==> config.mk <==
export PLATFORM = sky130hd
export DESIGN_NAME = nia_core
export DESIGN_NICKNAME = d
export VERILOG_FILES = /design/src/verilog/nia_pkg.sv /design/src/verilog/nia_arb_if.sv /design/src/verilog/nia_arbiter.sv /design/src/verilog/nia_core.sv
export SDC_FILE = /design/constraint.sdc
export NUM_CORES = 1
export LEC_CHECK = 0
export BUFFER_PORTS_ARGS = -buffer_cell sky130_fd_sc_hd__buf_2
export CORE_ASPECT_RATIO = 1.5
export CORE_MARGIN = 4
export CORE_UTILIZATION = 25
export CTS_CLUSTER_DIAMETER = 30
export CTS_CLUSTER_SIZE = 10
export DETAILED_ROUTE_END_ITERATION = 7
export PLACE_DENSITY = 0.46
export SYNTH_ARGS = -nofsm -noshare
export SYNTH_HDL_FRONTEND = slang
export SYNTH_SLANG_ARGS = --single-unit
==> constraint.sdc <==
create_clock -name hclk -period 4.15 [get_ports hclk]
set_input_delay 0.83 -clock hclk [delete_from_list [all_inputs] [get_ports hclk]]
set_output_delay 0.83 -clock hclk [all_outputs]
set_load 0.01 [all_outputs]
==> src/verilog/nia_pkg.sv <==
// ==========================================================
// constants shared by the acknowledge logic
package nia_pkg;

    // ==========================================================
    // register byte offsets
    localparam logic [7:0] STATUS_OFFSET = 8'h00;
    localparam logic [7:0] REQUEST_OFFSET = 8'h04;
    localparam logic [7:0] MASK_OFFSET = 8'h08;
    localparam logic [7:0] LEVEL_OFFSET = 8'h0C;
    localparam logic [7:0] SERVICE_OFFSET = 8'h10;

    // ==========================================================
    // status word fields and reset value
    localparam int STATUS_ACCEPT_BIT = 7;
    localparam int STATUS_LEVEL_BIT = 1;
    localparam logic [7:0] STATUS_RESET = 8'h02;

    // ==========================================================
    // service register fields
    localparam int SERVICE_DEPTH_LSB = 0;
    localparam int SERVICE_NMI_BIT = 8;
    localparam int SERVICE_NMI_PEND_BIT = 9;
    localparam int SERVICE_DEFER_BIT = 10;

    // ==========================================================
    // vectors
    localparam logic [15:0] TRAP_VECTOR = 16'h003E;
    localparam logic [15:0] NMI_VECTOR_DEFAULT = 16'h0002;
    localparam logic [15:0] MASK_VECTOR_BASE_DEFAULT = 16'h0004;

    // ==========================================================
    // ahb encodings
    localparam logic [1:0] HTRANS_NONSEQ = 2'h2;
    localparam logic HRESP_OKAY = 1'h0;

    // ==========================================================
    // class of the instruction that just completed
    typedef enum logic [2:0] {
        NIA_OP_NORMAL = 3'h0,
        NIA_OP_DEFER = 3'h1,
        NIA_OP_ACCEPT_ON = 3'h3,
        NIA_OP_MASK_ALL = 3'h2,
        NIA_OP_TRAP = 3'h6,
        NIA_OP_TRAP_RETURN = 3'h7,
        NIA_OP_IRQ_RETURN = 3'h5
    } nia_op_t;

    // kind of acknowledge
    typedef enum logic [1:0] {
        NIA_ACK_MASKABLE = 2'h0,
        NIA_ACK_NMI = 2'h1,
        NIA_ACK_TRAP = 2'h3
    } nia_ack_t;

endpackage : nia_pkg

==> src/verilog/nia_arb_if.sv <==
`timescale 1ns/1ps
// ==========================================================
// request arbitration carrier
interface nia_arb_if #(
    parameter int NUM_SOURCES = 24
);
    logic [NUM_SOURCES-1:0] eligible;
    logic [NUM_SOURCES-1:0] level;
    logic found;
    logic [$clog2(NUM_SOURCES)-1:0] index;
    logic win_level;

    modport core (output eligible, output level, input found, input index, input win_level);
    modport arb (input eligible, input level, output found, output index, output win_level);
endinterface : nia_arb_if

==> src/verilog/nia_arbiter.sv <==
`timescale 1ns/1ps
// ==========================================================
// picks one eligible maskable source
module nia_arbiter #(
    parameter int NUM_SOURCES = 24
) (
    nia_arb_if.arb arb
);
    localparam int IW = $clog2(NUM_SOURCES);

    logic [NUM_SOURCES-1:0] high_vec;
    logic [NUM_SOURCES-1:0] low_vec;
    logic [NUM_SOURCES-1:0] pick_vec;
    logic [NUM_SOURCES-1:0] pick_onehot;
    logic [IW-1:0] enc [NUM_SOURCES+1];

    // ==========================================================
    // level first, fixed order (lowest index) only breaks ties
    assign high_vec = arb.eligible & ~arb.level;
    assign low_vec = arb.eligible & arb.level;
    assign pick_vec = (high_vec != '0) ? high_vec : low_vec;
    assign pick_onehot = pick_vec & (~pick_vec + 1'b1);

    assign enc[0] = '0;
    genvar i;
    generate
        for (i = 0; i < NUM_SOURCES; i++)
        begin : g_enc
            assign enc[i+1] = pick_onehot[i] ? IW'(i) : enc[i];
        end
    endgenerate

    assign arb.found = (pick_vec != '0);
    assign arb.index = enc[NUM_SOURCES];
    assign arb.win_level = (high_vec == '0);

endmodule : nia_arbiter

==> src/verilog/nia_core.sv <==
// Chosen here: the placing of the registers and the AHB-Lite slave port.
`timescale 1ns/1ps
module nia_core #(
    parameter int NUM_SOURCES = 24,
    parameter int STACK_DEPTH = 8,
    parameter logic [15:0] NMI_VECTOR = nia_pkg::NMI_VECTOR_DEFAULT,
    parameter logic [15:0] MASK_VECTOR_BASE = nia_pkg::MASK_VECTOR_BASE_DEFAULT
) (
    input wire logic hclk,
    input wire logic hresetn,
    input wire logic hsel,
    input wire logic [31:0] haddr,
    input wire logic [1:0] htrans,
    input wire logic hwrite,
    input wire logic [2:0] hsize,
    input wire logic [31:0] hwdata,
    input wire logic hready,
    output logic hreadyout,
    output logic hresp,
    output logic [31:0] hrdata,
    input wire logic instr_done,
    input wire logic [2:0] instr_op,
    input wire logic nmi_req,
    input wire logic [NUM_SOURCES-1:0] src_req_set,
    output logic ack_valid,
    output logic [1:0] ack_kind,
    output logic [$clog2(NUM_SOURCES)-1:0] ack_source,
    output logic [15:0] ack_vector,
    output logic [7:0] status_word
);
    localparam int IW = $clog2(NUM_SOURCES);
    localparam int SPW = $clog2(STACK_DEPTH + 1);

    // ==========================================================
    // bus slave state
    logic rd_pend_reg;
    logic wr_pend_reg;
    logic [7:0] addr_reg;
    logic hreadyout_reg;
    logic [31:0] hrdata_reg;
    logic addr_take;
    logic wr_status;
    logic wr_request;
    logic wr_mask;
    logic wr_level;
    logic [31:0] read_value;

    // ==========================================================
    // interrupt state
    logic accept_reg;
    logic service_level_reg;
    logic in_nmi_reg;
    logic nmi_pend_reg;
    logic sw_defer_reg;
    logic [NUM_SOURCES-1:0] request_reg;
    logic [NUM_SOURCES-1:0] request_next;
    logic [NUM_SOURCES-1:0] mask_reg;
    logic [NUM_SOURCES-1:0] level_reg;
    logic [SPW-1:0] sp_reg;
    logic [2:0] stack_mem [STACK_DEPTH];
    logic ack_valid_reg;
    logic [1:0] ack_kind_reg;
    logic [IW-1:0] ack_source_reg;
    logic [15:0] ack_vector_reg;

    // ==========================================================
    // decision terms
    nia_pkg::nia_op_t op;
    logic op_defers;
    logic may_ack;
    logic take_trap;
    logic take_nmi;
    logic take_mask;
    logic do_push;
    logic do_pop;
    logic flag_access;

    nia_arb_if #(.NUM_SOURCES(NUM_SOURCES)) arb_bus ();

    nia_arbiter #(.NUM_SOURCES(NUM_SOURCES)) u_arbiter (
        .arb(arb_bus)
    );

    assign op = nia_pkg::nia_op_t'(instr_op);
    assign arb_bus.eligible = request_reg & ~mask_reg;
    assign arb_bus.level = level_reg;

    // ==========================================================
    // acceptance at an instruction boundary
    always_comb
    begin
        op_defers = (op == nia_pkg::NIA_OP_DEFER) || (op == nia_pkg::NIA_OP_ACCEPT_ON) ||
                    (op == nia_pkg::NIA_OP_MASK_ALL) || (op == nia_pkg::NIA_OP_TRAP_RETURN) ||
                    (op == nia_pkg::NIA_OP_IRQ_RETURN);
        // the trap vectors itself, so nothing else shares its boundary
        may_ack = instr_done && !op_defers && !sw_defer_reg &&
                  (op != nia_pkg::NIA_OP_TRAP);
        take_trap = instr_done && (op == nia_pkg::NIA_OP_TRAP);
        take_nmi = may_ack && nmi_pend_reg && !in_nmi_reg;
        // service level 0 means a high level source is in service
        take_mask = may_ack && !take_nmi && accept_reg && service_level_reg &&
                    !in_nmi_reg && arb_bus.found;
        do_push = take_trap || take_nmi || take_mask;
        do_pop = instr_done && ((op == nia_pkg::NIA_OP_TRAP_RETURN) ||
                                (op == nia_pkg::NIA_OP_IRQ_RETURN));
    end

    // ==========================================================
    // bus slave: writes take no wait, reads one wait state
    assign addr_take = hsel && hready && (htrans == nia_pkg::HTRANS_NONSEQ);
    assign wr_status = wr_pend_reg && (addr_reg == nia_pkg::STATUS_OFFSET);
    assign wr_request = wr_pend_reg && (addr_reg == nia_pkg::REQUEST_OFFSET);
    assign wr_mask = wr_pend_reg && (addr_reg == nia_pkg::MASK_OFFSET);
    assign wr_level = wr_pend_reg && (addr_reg == nia_pkg::LEVEL_OFFSET);
    assign flag_access = addr_take && ((haddr[7:0] == nia_pkg::REQUEST_OFFSET) ||
                                       (haddr[7:0] == nia_pkg::MASK_OFFSET) ||
                                       (haddr[7:0] == nia_pkg::LEVEL_OFFSET) ||
                                       (haddr[7:0] == nia_pkg::STATUS_OFFSET));

    always_ff @(posedge hclk or negedge hresetn)
    begin
        if (!hresetn)
        begin
            rd_pend_reg <= 1'b0;
            wr_pend_reg <= 1'b0;
            addr_reg <= 8'h00;
            hreadyout_reg <= 1'b1;
        end
        else
        begin
            rd_pend_reg <= addr_take && !hwrite;
            wr_pend_reg <= addr_take && hwrite;
            if (addr_take)
            begin
                addr_reg <= haddr[7:0];
            end
            hreadyout_reg <= !(addr_take && !hwrite);
        end
    end

    always_comb
    begin
        read_value = 32'h0000_0000;
        unique case (addr_reg)
            nia_pkg::STATUS_OFFSET:
            begin
                read_value[nia_pkg::STATUS_ACCEPT_BIT] = accept_reg;
                read_value[nia_pkg::STATUS_LEVEL_BIT] = service_level_reg;
            end
            nia_pkg::REQUEST_OFFSET: read_value = 32'(request_reg);
            nia_pkg::MASK_OFFSET: read_value = 32'(mask_reg);
            nia_pkg::LEVEL_OFFSET: read_value = 32'(level_reg);
            nia_pkg::SERVICE_OFFSET:
            begin
                read_value[nia_pkg::SERVICE_DEPTH_LSB +: SPW] = sp_reg;
                read_value[nia_pkg::SERVICE_NMI_BIT] = in_nmi_reg;
                read_value[nia_pkg::SERVICE_NMI_PEND_BIT] = nmi_pend_reg;
                read_value[nia_pkg::SERVICE_DEFER_BIT] = sw_defer_reg;
            end
            default: read_value = 32'h0000_0000;
        endcase
    end

    always_ff @(posedge hclk or negedge hresetn)
    begin
        if (!hresetn)
        begin
            hrdata_reg <= 32'h0000_0000;
        end
        else if (rd_pend_reg)
        begin
            hrdata_reg <= read_value;
        end
    end

    // ==========================================================
    // accesses to the status, request, mask and level registers hold off the next boundary
    always_ff @(posedge hclk or negedge hresetn)
    begin
        if (!hresetn)
        begin
            sw_defer_reg <= 1'b0;
        end
        else if (flag_access)
        begin
            sw_defer_reg <= 1'b1;
        end
        else if (instr_done)
        begin
            sw_defer_reg <= 1'b0;
        end
    end

    // ==========================================================
    // request, mask and level flags; a hardware set beats any clear
    always_comb
    begin
        request_next = wr_request ? hwdata[NUM_SOURCES-1:0] : request_reg;
        if (take_mask)
        begin
            request_next[arb_bus.index] = 1'b0;
        end
        request_next = request_next | src_req_set;
    end

    always_ff @(posedge hclk or negedge hresetn)
    begin
        if (!hresetn)
        begin
            request_reg <= '0;
            mask_reg <= '1;
            level_reg <= '1;
        end
        else
        begin
            request_reg <= request_next;
            if (wr_mask)
            begin
                mask_reg <= hwdata[NUM_SOURCES-1:0];
            end
            if (wr_level)
            begin
                level_reg <= hwdata[NUM_SOURCES-1:0];
            end
        end
    end

    // only one nmi is held however many arrive while it waits
    always_ff @(posedge hclk or negedge hresetn)
    begin
        if (!hresetn)
        begin
            nmi_pend_reg <= 1'b0;
        end
        else if (nmi_req)
        begin
            nmi_pend_reg <= 1'b1;
        end
        else if (take_nmi)
        begin
            nmi_pend_reg <= 1'b0;
        end
    end

    // ==========================================================
    // saved status stack; a push past the top is dropped
    always_ff @(posedge hclk)
    begin
        if (do_push && (sp_reg < SPW'(STACK_DEPTH)))
        begin
            stack_mem[sp_reg[$clog2(STACK_DEPTH)-1:0]] <=
                {accept_reg, service_level_reg, in_nmi_reg};
        end
    end

    always_ff @(posedge hclk or negedge hresetn)
    begin
        if (!hresetn)
        begin
            sp_reg <= '0;
        end
        else if (do_push && (sp_reg < SPW'(STACK_DEPTH)))
        begin
            sp_reg <= sp_reg + 1'b1;
        end
        else if (do_pop && (sp_reg != '0))
        begin
            sp_reg <= sp_reg - 1'b1;
        end
    end

    // ==========================================================
    // status word flags
    always_ff @(posedge hclk or negedge hresetn)
    begin
        if (!hresetn)
        begin
            accept_reg <= nia_pkg::STATUS_RESET[nia_pkg::STATUS_ACCEPT_BIT];
            service_level_reg <= nia_pkg::STATUS_RESET[nia_pkg::STATUS_LEVEL_BIT];
            in_nmi_reg <= 1'b0;
        end
        else if (take_trap)
        begin
            accept_reg <= 1'b0;
        end
        else if (take_nmi)
        begin
            accept_reg <= 1'b0;
            service_level_reg <= 1'b0;
            in_nmi_reg <= 1'b1;
        end
        else if (take_mask)
        begin
            accept_reg <= 1'b0;
            service_level_reg <= arb_bus.win_level;
        end
        else if (do_pop && (sp_reg != '0))
        begin
            {accept_reg, service_level_reg, in_nmi_reg} <=
                stack_mem[$clog2(STACK_DEPTH)'(sp_reg - 1'b1)];
        end
        else if (instr_done && (op == nia_pkg::NIA_OP_ACCEPT_ON))
        begin
            accept_reg <= 1'b1;
        end
        else if (instr_done && (op == nia_pkg::NIA_OP_MASK_ALL))
        begin
            accept_reg <= 1'b0;
        end
        else if (wr_status)
        begin
            accept_reg <= hwdata[nia_pkg::STATUS_ACCEPT_BIT];
            service_level_reg <= hwdata[nia_pkg::STATUS_LEVEL_BIT];
        end
    end

    // ==========================================================
    // acknowledge to the sequencer
    always_ff @(posedge hclk or negedge hresetn)
    begin
        if (!hresetn)
        begin
            ack_valid_reg <= 1'b0;
            ack_kind_reg <= nia_pkg::NIA_ACK_MASKABLE;
            ack_source_reg <= '0;
            ack_vector_reg <= 16'h0000;
        end
        else
        begin
            ack_valid_reg <= do_push;
            if (take_trap)
            begin
                ack_kind_reg <= nia_pkg::NIA_ACK_TRAP;
                ack_vector_reg <= nia_pkg::TRAP_VECTOR;
            end
            else if (take_nmi)
            begin
                ack_kind_reg <= nia_pkg::NIA_ACK_NMI;
                ack_vector_reg <= NMI_VECTOR;
            end
            else if (take_mask)
            begin
                ack_kind_reg <= nia_pkg::NIA_ACK_MASKABLE;
                ack_source_reg <= arb_bus.index;
                ack_vector_reg <= MASK_VECTOR_BASE + 16'({arb_bus.index, 1'b0});
            end
        end
    end

    assign hreadyout = hreadyout_reg;
    assign hresp = nia_pkg::HRESP_OKAY;
    assign hrdata = hrdata_reg;
    assign ack_valid = ack_valid_reg;
    assign ack_kind = ack_kind_reg;
    assign ack_source = ack_source_reg;
    assign ack_vector = ack_vector_reg;
    assign status_word = {accept_reg, 5'h00, service_level_reg, 1'b0};

endmodule : nia_core

# Word-level counts from Yosys, hierarchy flattened
# Memories as Yosys holds them, arrays and structs flattened.
# Cells that the tools add are included.
# classes
order_cmp,3
bitwise_logic,12
eq_ne,18
addsub,4
n_reduce_logical,58
n_mux,65
# op_table
operator,n
$and 24x24->24,5
$mux 5,22
$not 24->24,4
$mux 24,3
$mux 16,3
$reduce_bool 24->1,2
$pmux 13 s3,1
$eq 8x4->1 const B,4
$logic_and 1x1->1,26
$add 24x1->24 const B,1
$logic_not 24->1,1
$mux 1,24
$or 24x24->24,1
$eq 8x3->1 const B,2
$logic_not 8->1,2
$pmux 3 s4,1
$logic_or 1x1->1,10
$eq 3x3->1 const B,3
$pmux 3 s3,1
$eq 8x5->1 const B,1
$mux 4,2
$ne 4x4->1 const B,2
$pmux 1 s4,2
$pmux 2 s4,1
other kinds (22),36
# word_totals
ff_bits,148
out_inout_bits,66
memories,1
ramBits,24
# memory_table
memory,depth,width,read_ports,rd_clocked_by_memory_dff,wr,line,text
stack_mem,8,3,1,0,1,nia_core.sv:60,logic [2:0] stack_mem [STACK_DEPTH];

# Depth between registers and ports, before layout
# Gate-level depths: netlist (run 1).
# depth
ltp_word,39
depth_mapped,15
depth_no_buf,11

# By module
# A second synthesis (run 1) with hierarchy kept.
# hier_totals
hier_cells,747
area_unflattened_um2,8333.0
# by_module_without_submodules
mod,area_each_um2,n_inst,cells_per_inst
nia_core,7433.4,1,601
nia_arbiter,899.6,1,146

# Worst setup path after synthesis (run 1)
# Ideal clock, no wire load.
# synth_timing
path_kind,flip-flop to flip-flop
start,"register level_reg[10], in the netlist arb_bus.level[10]"
end,"memory stack_mem[1][0], enable pin"
stages_incl_launch_ff,13
path_slack_ns,0.915
required_ns,3.776
setup_ns,0.374
n_path_buf,3
arrival_time_ns,2.861
cell_sequence,dfstp_2 nor3b_1 or4_1 nor2_4 buf_6 buf_6 a41oi_2 nand4_2 nand2b_2 o21ai_2 buf_4 a21oi_2 nor4b_1
# synth_between
elab_chain_cells,10
elab_cells_between_ends,11
cone_classes,mux: 3; bitwise: 3; reduce/logical: 5
# synth_lines
item,line,text
from (decl),nia_core.sv:58,logic [NUM_SOURCES-1:0] level_reg;
from (signal assigned),nia_core.sv:223,level_reg <= hwdata[NUM_SOURCES-1:0];
$not 24->24,nia_arbiter.sv:19,assign high_vec = arb.eligible & ~arb.level;
$and 24x24->24,nia_arbiter.sv:19,
$reduce_bool 24->1,nia_arbiter.sv:21,assign pick_vec = (high_vec != '0) ? high_vec : low_vec;
$mux 24 *,nia_arbiter.sv:21,
$reduce_bool 24->1 *,nia_arbiter.sv:33,assign arb.found = (pick_vec != '0);
$logic_and 1x1->1 *,nia_core.sv:102,!in_nmi_reg && arb_bus.found;
$logic_or 1x1->1 *,nia_core.sv:103,do_push = take_trap || take_nmi || take_mask;
$logic_and 1x1->1 *,nia_core.sv:249,if (do_push && (sp_reg < SPW'(STACK_DEPTH)))
$mux 1 *,nia_core.sv:249,
$mux 1 (not written as such) *,nia_core.sv:251,stack_mem[sp_reg[$clog2(STACK_DEPTH)-1:0]] <=
to (decl),nia_core.sv:60,
# Mark *: on every way between the ends. The rest lies on a longest branch, timed or not.

# Worst setup path after layout (run 1)
# layout_timing
start,register request_reg[20]
end,"memory stack_mem[3][2], enable pin"
# layout_between
elab_chain_cells,10
elab_cells_between_ends,11
cone_classes,mux: 3; bitwise: 3; reduce/logical: 5
# layout_lines
item,line,text
from (decl),nia_core.sv:55,logic [NUM_SOURCES-1:0] request_reg;
from (signal assigned),nia_core.sv:216,request_reg <= request_next;
$and 24x24->24 *,nia_core.sv:85,assign arb_bus.eligible = request_reg & ~mask_reg;
$and 24x24->24,nia_arbiter.sv:19,
$reduce_bool 24->1,nia_arbiter.sv:21,
$mux 24 *,nia_arbiter.sv:21,
$reduce_bool 24->1 *,nia_arbiter.sv:33,
$logic_and 1x1->1 *,nia_core.sv:102,
$logic_or 1x1->1 *,nia_core.sv:103,
$logic_and 1x1->1 *,nia_core.sv:249,
$mux 1 *,nia_core.sv:249,
$mux 1 (not written as such) *,nia_core.sv:251,
# Marked as above.

==> impl_metrics.tcl, run 1 <==
set metrics [dict create \
    drt.antenna.violating_nets 0 \
    syn_area_um2 8420 \
    hpwl_um 20800 \
    drt_iter0_markers 424 \
    synth_seq_cells 154 \
    track_usage_pct 15.2 \
    grt_max_degree 79 \
    grt_pass1_vias 6558 \
    multi_input_area_um2 3910 \
    cts-resized-gates 0 \
    grt-ovfl-total 0 \
    synth_cell_types 83 \
    htree_levels 4 \
    status "finished clean" \
    place_area_um2 9410 \
    die_y_um 233 \
    clk_latency_ps 440 \
    setup_viol_count_final 0 \
    ys_warn_count 0 \
    end_kind "register" \
    yosys.area_share.xor_xnor_pct 0.416 \
    worstMarginPinSlew_ps 993 \
    synth_compound_area_share_pct 16.8 \
    post-synth-top-count-cell "dfrtp_1" \
    synth_edf_count 24 \
    die_w_um 158 \
    pin_count 169 \
    synthCells 747 \
    clock_path_buffers 2 \
    vias 6339 \
    num_rows 82 \
    fp.coreArea_um2 33300 \
    clk_pin_slew_ps 70 \
    period_minus_slack_ps 3660 \
    synthAdderAreaFrac_pct 0.446 \
    synthMuxAreaShare_pct 13.6 \
    cts_tree "yes" \
    avgSynthCellArea_um2 11.3 \
    finClkSkew_ps 12.8 \
    max-cap-violations 0 \
    synthSimpleGateAreaFrac_pct 14.0 \
    cts_sinks 154 \
    cts_setup_buffers 0 \
    crit_type "register to register" \
    synth_top_family_by_area "compound AO/OA/AOI/OAI gates" \
    slew_violations 0 \
    cts_buffers 17 \
    hold_buffers 0 \
    port_buffers 108 \
    initial_core_util_pct 25.3 \
    clockRootBuffer "clkbuf_16" \
    register_area_um2 4040 \
    fin_setup_tns_ps 0 \
    fillers 3467 \
    hold_viol 0 \
    p_leak_nw 4.09 \
    synthArstFlopShare_pct 84.4 \
    start_kind "register" \
    netlist.area_leader.share_pct 23.8 \
    wirelength_um 27600 \
    post-route-period-util_pct 88.2 \
    ys_top_cells_by_count "dfrtp_1, mux2_2, dfstp_2" \
    ys_seq_area_share_pct 47.9 \
    required_ps 4350 \
    avgViaCountPerCell 4.90 \
    die-area_um2 36700 \
    vdd_ir_drop_max_mv 0.201 \
    wl_per_cell_um 21.4 \
    fin_area_um2 9960 \
    final_nets 965 \
    rsz0062_at_grt "no" \
    synth_area_leaders "dfrtp_1, dfstp_2, mux2_2, edfxtp_1, buf_4" \
    drcViolationCount 0 \
    grt_antenna_before_repair 2 \
    slew-limit-headroom_pct 33.6 \
    path_max_fanout 11 \
    synth-main-ff-cell "dfrtp_1" \
    syn2layout_area_growth_pct 18.3 \
    drive_above_1_share_pct 38.8 \
    power_density_nw_per_um2 432 \
    yosysTopAreaCell "dfrtp_1" \
    whs_ps 453 \
    first_pass_iters 5 \
    grt_first_pass_wirelength_um 41100 \
    critPathArrivalTime_ps 3860 \
    place_congestion 0.836 \
    max_freq_mhz 273 \
    hp-class "input pin to async pin" \
]
[report_power, final]
group	switching, W	internal (W)	leakage (nW)
sequential	0.000172	0.00171	1.68
clock	0.000703	0.000773	0.248
combinational	0.000525	0.000412	2.16
[final cells by class]
cell class                      instances  share of cell area [%]
Antenna cell                            1                  0.0251
Clock buffer                           17                    4.27
Clock inverter                         15                    1.18
Inverter                               42                    1.58
Multi-Input combinational cell        506                    39.3
Sequential cell                       154                    40.5
Tap cell                              420                    5.28
Timing Repair Buffer                  138                    7.88
[logic make-up after synthesis]
kind of cell / after synthesis
simple gates: 193
compound gates: 185
flops: 154
buf+inv: 111
mux: 96
xor+xnor: 4
fa+ha+maj: 3
other cells: 1
[worst paths after layout]
check                                start              end  slack (ps)  depth (start not counted)
max in group asynchronous          hresetn        hreadyout        2840                          2
max reg2reg                request_reg[20]  stack_mem[3][2]         490                         12
min                                hresetn        hrdata[9]         450                          1
min reg2reg                  ack_source[0]    ack_source[0]         480                          2
min in group hclk            ack_source[0]    ack_source[0]         480                          2
max                        request_reg[20]  stack_mem[3][2]         490                         12
[placed cells by master (no fill, tap or decap), drive strengths merged, types with 7 or more instances in the layout]
cell    synthesis  layout
mux2i          11      11
nand3          15      15
buf            41     138
inv            42      47
a222oi          7       7
conb            1      25
nor3b          25      25
mux4            7       7
nor2           29      29
edfxtp         24      24
o21bai          8       8
o22ai          22      22
and3           17      17
nor4           15      15
a21o            8       8
nor2b           8       8
mux2           78      78
a22oi          16      16
dfrtp          80      80
clkbuf         28      17
a211oi         16      16
nor3            7       7
a21boi         11      11
o211ai          7       7
nand2          29      29
nand2b         17      17
o21ai          21      21
a21oi          22      22
dfstp          50      50
[layer usage]
layer	global-route usage (%)	routed length, um	vias to the layer above
li1	-	-	2984
met2	28.6	15300	141
met5	0	19	-
met4	5.41	645	2
met3	2.77	1080	30
met1	16.7	10600	3182
[per-stage QoR]
step	total power, W	instances	worst slack (ps)	util [%]
6_report	0.00430	1293	488	29.9
5_1_grt	0.00452	1292	303	29.9
4_1_cts	0.00437	1292	467	29.9
3_5_place_dp	0.00287	1260	488	28.2
3_3_place_gp	0.00286	1260	514	28.2
2_1_floorplan	0.00250	771	915	-
[worst max-delay path: stages (launching register included)]
cell      delay, ps
dfrtp_1         390
nor3b_1         550
or4_4           280
nor2_4           90
buf_4           200
a311oi_2        330
nor3b_2         360
nand4_1         250
o21a_1          270
buf_4           160
nor2_1          280
nor4_1           90
buf_4           170
No activity file was read; power rests on OpenSTA's default activity.
==> run 2, diff against run 1 <==
--- a/config.mk
+++ b/config.mk
@@ -6,13 +6,12 @@
 export NUM_CORES = 1
 export LEC_CHECK = 0
 export BUFFER_PORTS_ARGS = -buffer_cell sky130_fd_sc_hd__buf_2
-export CORE_ASPECT_RATIO = 1.5
 export CORE_MARGIN = 4
 export CORE_UTILIZATION = 25
-export CTS_CLUSTER_DIAMETER = 30
 export CTS_CLUSTER_SIZE = 10
 export DETAILED_ROUTE_END_ITERATION = 7
 export PLACE_DENSITY = 0.46
+export SLEW_MARGIN = 5
 export SYNTH_ARGS = -nofsm -noshare
 export SYNTH_HDL_FRONTEND = slang
 export SYNTH_SLANG_ARGS = --single-unit
==> run 2 against run 1 <==
Against the previous run:
- global-route usage is 0.53 points lower
- routed wire length down 2.3%
- first-iteration DRC count down 3.8%
- sequential share of layout area fell by 0.35 points
- via count is 1.1% higher
- non-clock buffer count fell by 2
- critical path type unchanged
- critical endpoint is now stack_mem[1][0]
==> impl_metrics.tcl, run 2 (same netlist as run 1, synthesis figures left out) <==
set metrics [dict create \
    clk_latency_ps 440 \
    max-cap-violations 0 \
    pin_count 169 \
    ff2ff_setup_slack_ps 380 \
    use_met1_pct 20.6 \
    post-route-period-util_pct 90.7 \
    start_kind "register" \
    syn2layout_area_growth_pct 19.3 \
    cts_sinks 154 \
    fin_setup_tns_ps 0 \
    die-area_um2 36700 \
    drt_iter0_markers 408 \
    clockRootBuffer "clkbuf_16" \
    diodes 0 \
    final_nets 963 \
    drcViolationCount 0 \
    drt.antenna.violating_nets 0 \
    cts_buffers 17 \
    hold_viol 0 \
    path_max_fanout 9 \
    final_cell_mix "buf_2, dfrtp_1, mux2_2" \
    p_leak_nw 4.13 \
    power_density_nw_per_um2 446 \
    status "finished clean" \
    die_w_um 192 \
    grt-ovfl-total 0 \
    required_ps 4320 \
    clock_path_buffers 2 \
    htree_levels 4 \
    avgViaCountPerCell 4.89 \
    num_rows 66 \
    rr_startpoint "mask_reg[4]" \
    clk_pin_slew_ps 80 \
    end_kind "register" \
    cts_setup_buffers 0 \
    place_congestion 0.831 \
    cts_tree "yes" \
    rsz0062_at_grt "no" \
    post-route-util_pct 30.6 \
    setup_viol_count_final 0 \
    track_usage_pct 14.6 \
    die_y_um 192 \
    slew_violations 0 \
    period_minus_slack_ps 3770 \
    first_pass_iters 7 \
    hold_buffers 0 \
    drive_above_1_share_pct 38.7 \
    worstMarginPinSlew_ps 921 \
    critPathArrivalTime_ps 3930 \
    initial_core_util_pct 25.6 \
    grt_pass1_vias 6356 \
    vias 6411 \
    vdd_ir_drop_max_mv 0.258 \
    use_met2_pct 23.5 \
    hpwl_um 19700 \
    crit_type "register to register" \
    port_buffers 108 \
    slew-limit-headroom_pct 38.4 \
    finClkSkew_ps 14.8 \
    r2r-end "stack_mem[1][0]" \
    wirelength_um 27000 \
    busiest_layer "met2" \
    grtUsageMet3_pct 2.48 \
    wl_per_cell_um 20.6 \
    grt_first_pass_wirelength_um 40000 \
    hp-class "input pin to async pin" \
    r2r_cells 11 \
    grt_max_degree 70 \
    max_freq_mhz 266 \
    final_common_cell "buf_2" \
    cts-resized-gates 0 \
    fp.coreArea_um2 32900 \
    grt_antenna_before_repair 0 \
]
-- run 2: worst max path at each step --
| stage | start | to | slack, ps |
|---|---|---|---|
| after floorplan | arb_bus.level[10] | stack_mem[1][0] | 920 |
| after global placement | mask_reg[4] | stack_mem[0][2] | 520 |
| after detailed placement | request_reg[5] | ack_vector[4] | 500 |
| after CTS | mask_reg[4] | stack_mem[1][0] | 480 |
| after global routing | request_reg[5] | stack_mem[4][0] | 120 |
| final | mask_reg[4] | stack_mem[1][0] | 380 |
-- run 2: power breakdown --
part / switching (W) / internal (W)
Sequential: 0.000180 / 0.00171
Clock: 0.000780 / 0.000874
Combinational: 0.000529 / 0.000409
Total: 0.00149 / 0.00299
-- run 2: layout make-up --
type                            instances  area [um^2]
Clock buffer                           17          425
Inverter                               42          158
Fill cell                            3453        22800
Clock inverter                         15          194
Sequential cell                       154         4040
Tap cell                              442          553
Timing Repair Buffer                  136          769
Multi-Input combinational cell        506         3910
-- run 2: layer usage --
layer / vias up / wire, um
li1: 2985 / -
met1: 3239 / 12800
met2: 164 / 12600
met3: 23 / 1270
met4: 0 / 331
met5: - / 0
-- run 2: worst max-delay path: stages (launching register included) --
cell and delay [ps]:
dfstp_2 560, nor3b_1 70, nor4_1 520, and4_1 440, buf_4 220, a41oi_1 210, and4b_1 350, nand4_1 230
o21ai_2 170, a21oi_2 270, nor4b_1 260, buf_4 180
-- run 2: through the flow --
stage,hold WS [ps],instance area (um^2),std cells,setup slack (ps),power (W)
2_1_floorplan,470,8510,771,915,0.00250
3_3_place_gp,469,9430,1280,522,0.00286
3_5_place_dp,477,9430,1280,498,0.00287
4_1_cts,408,10000,1312,475,0.00454
5_1_grt,405,10000,1312,121,0.00470
6_report,387,10000,1312,384,0.00448
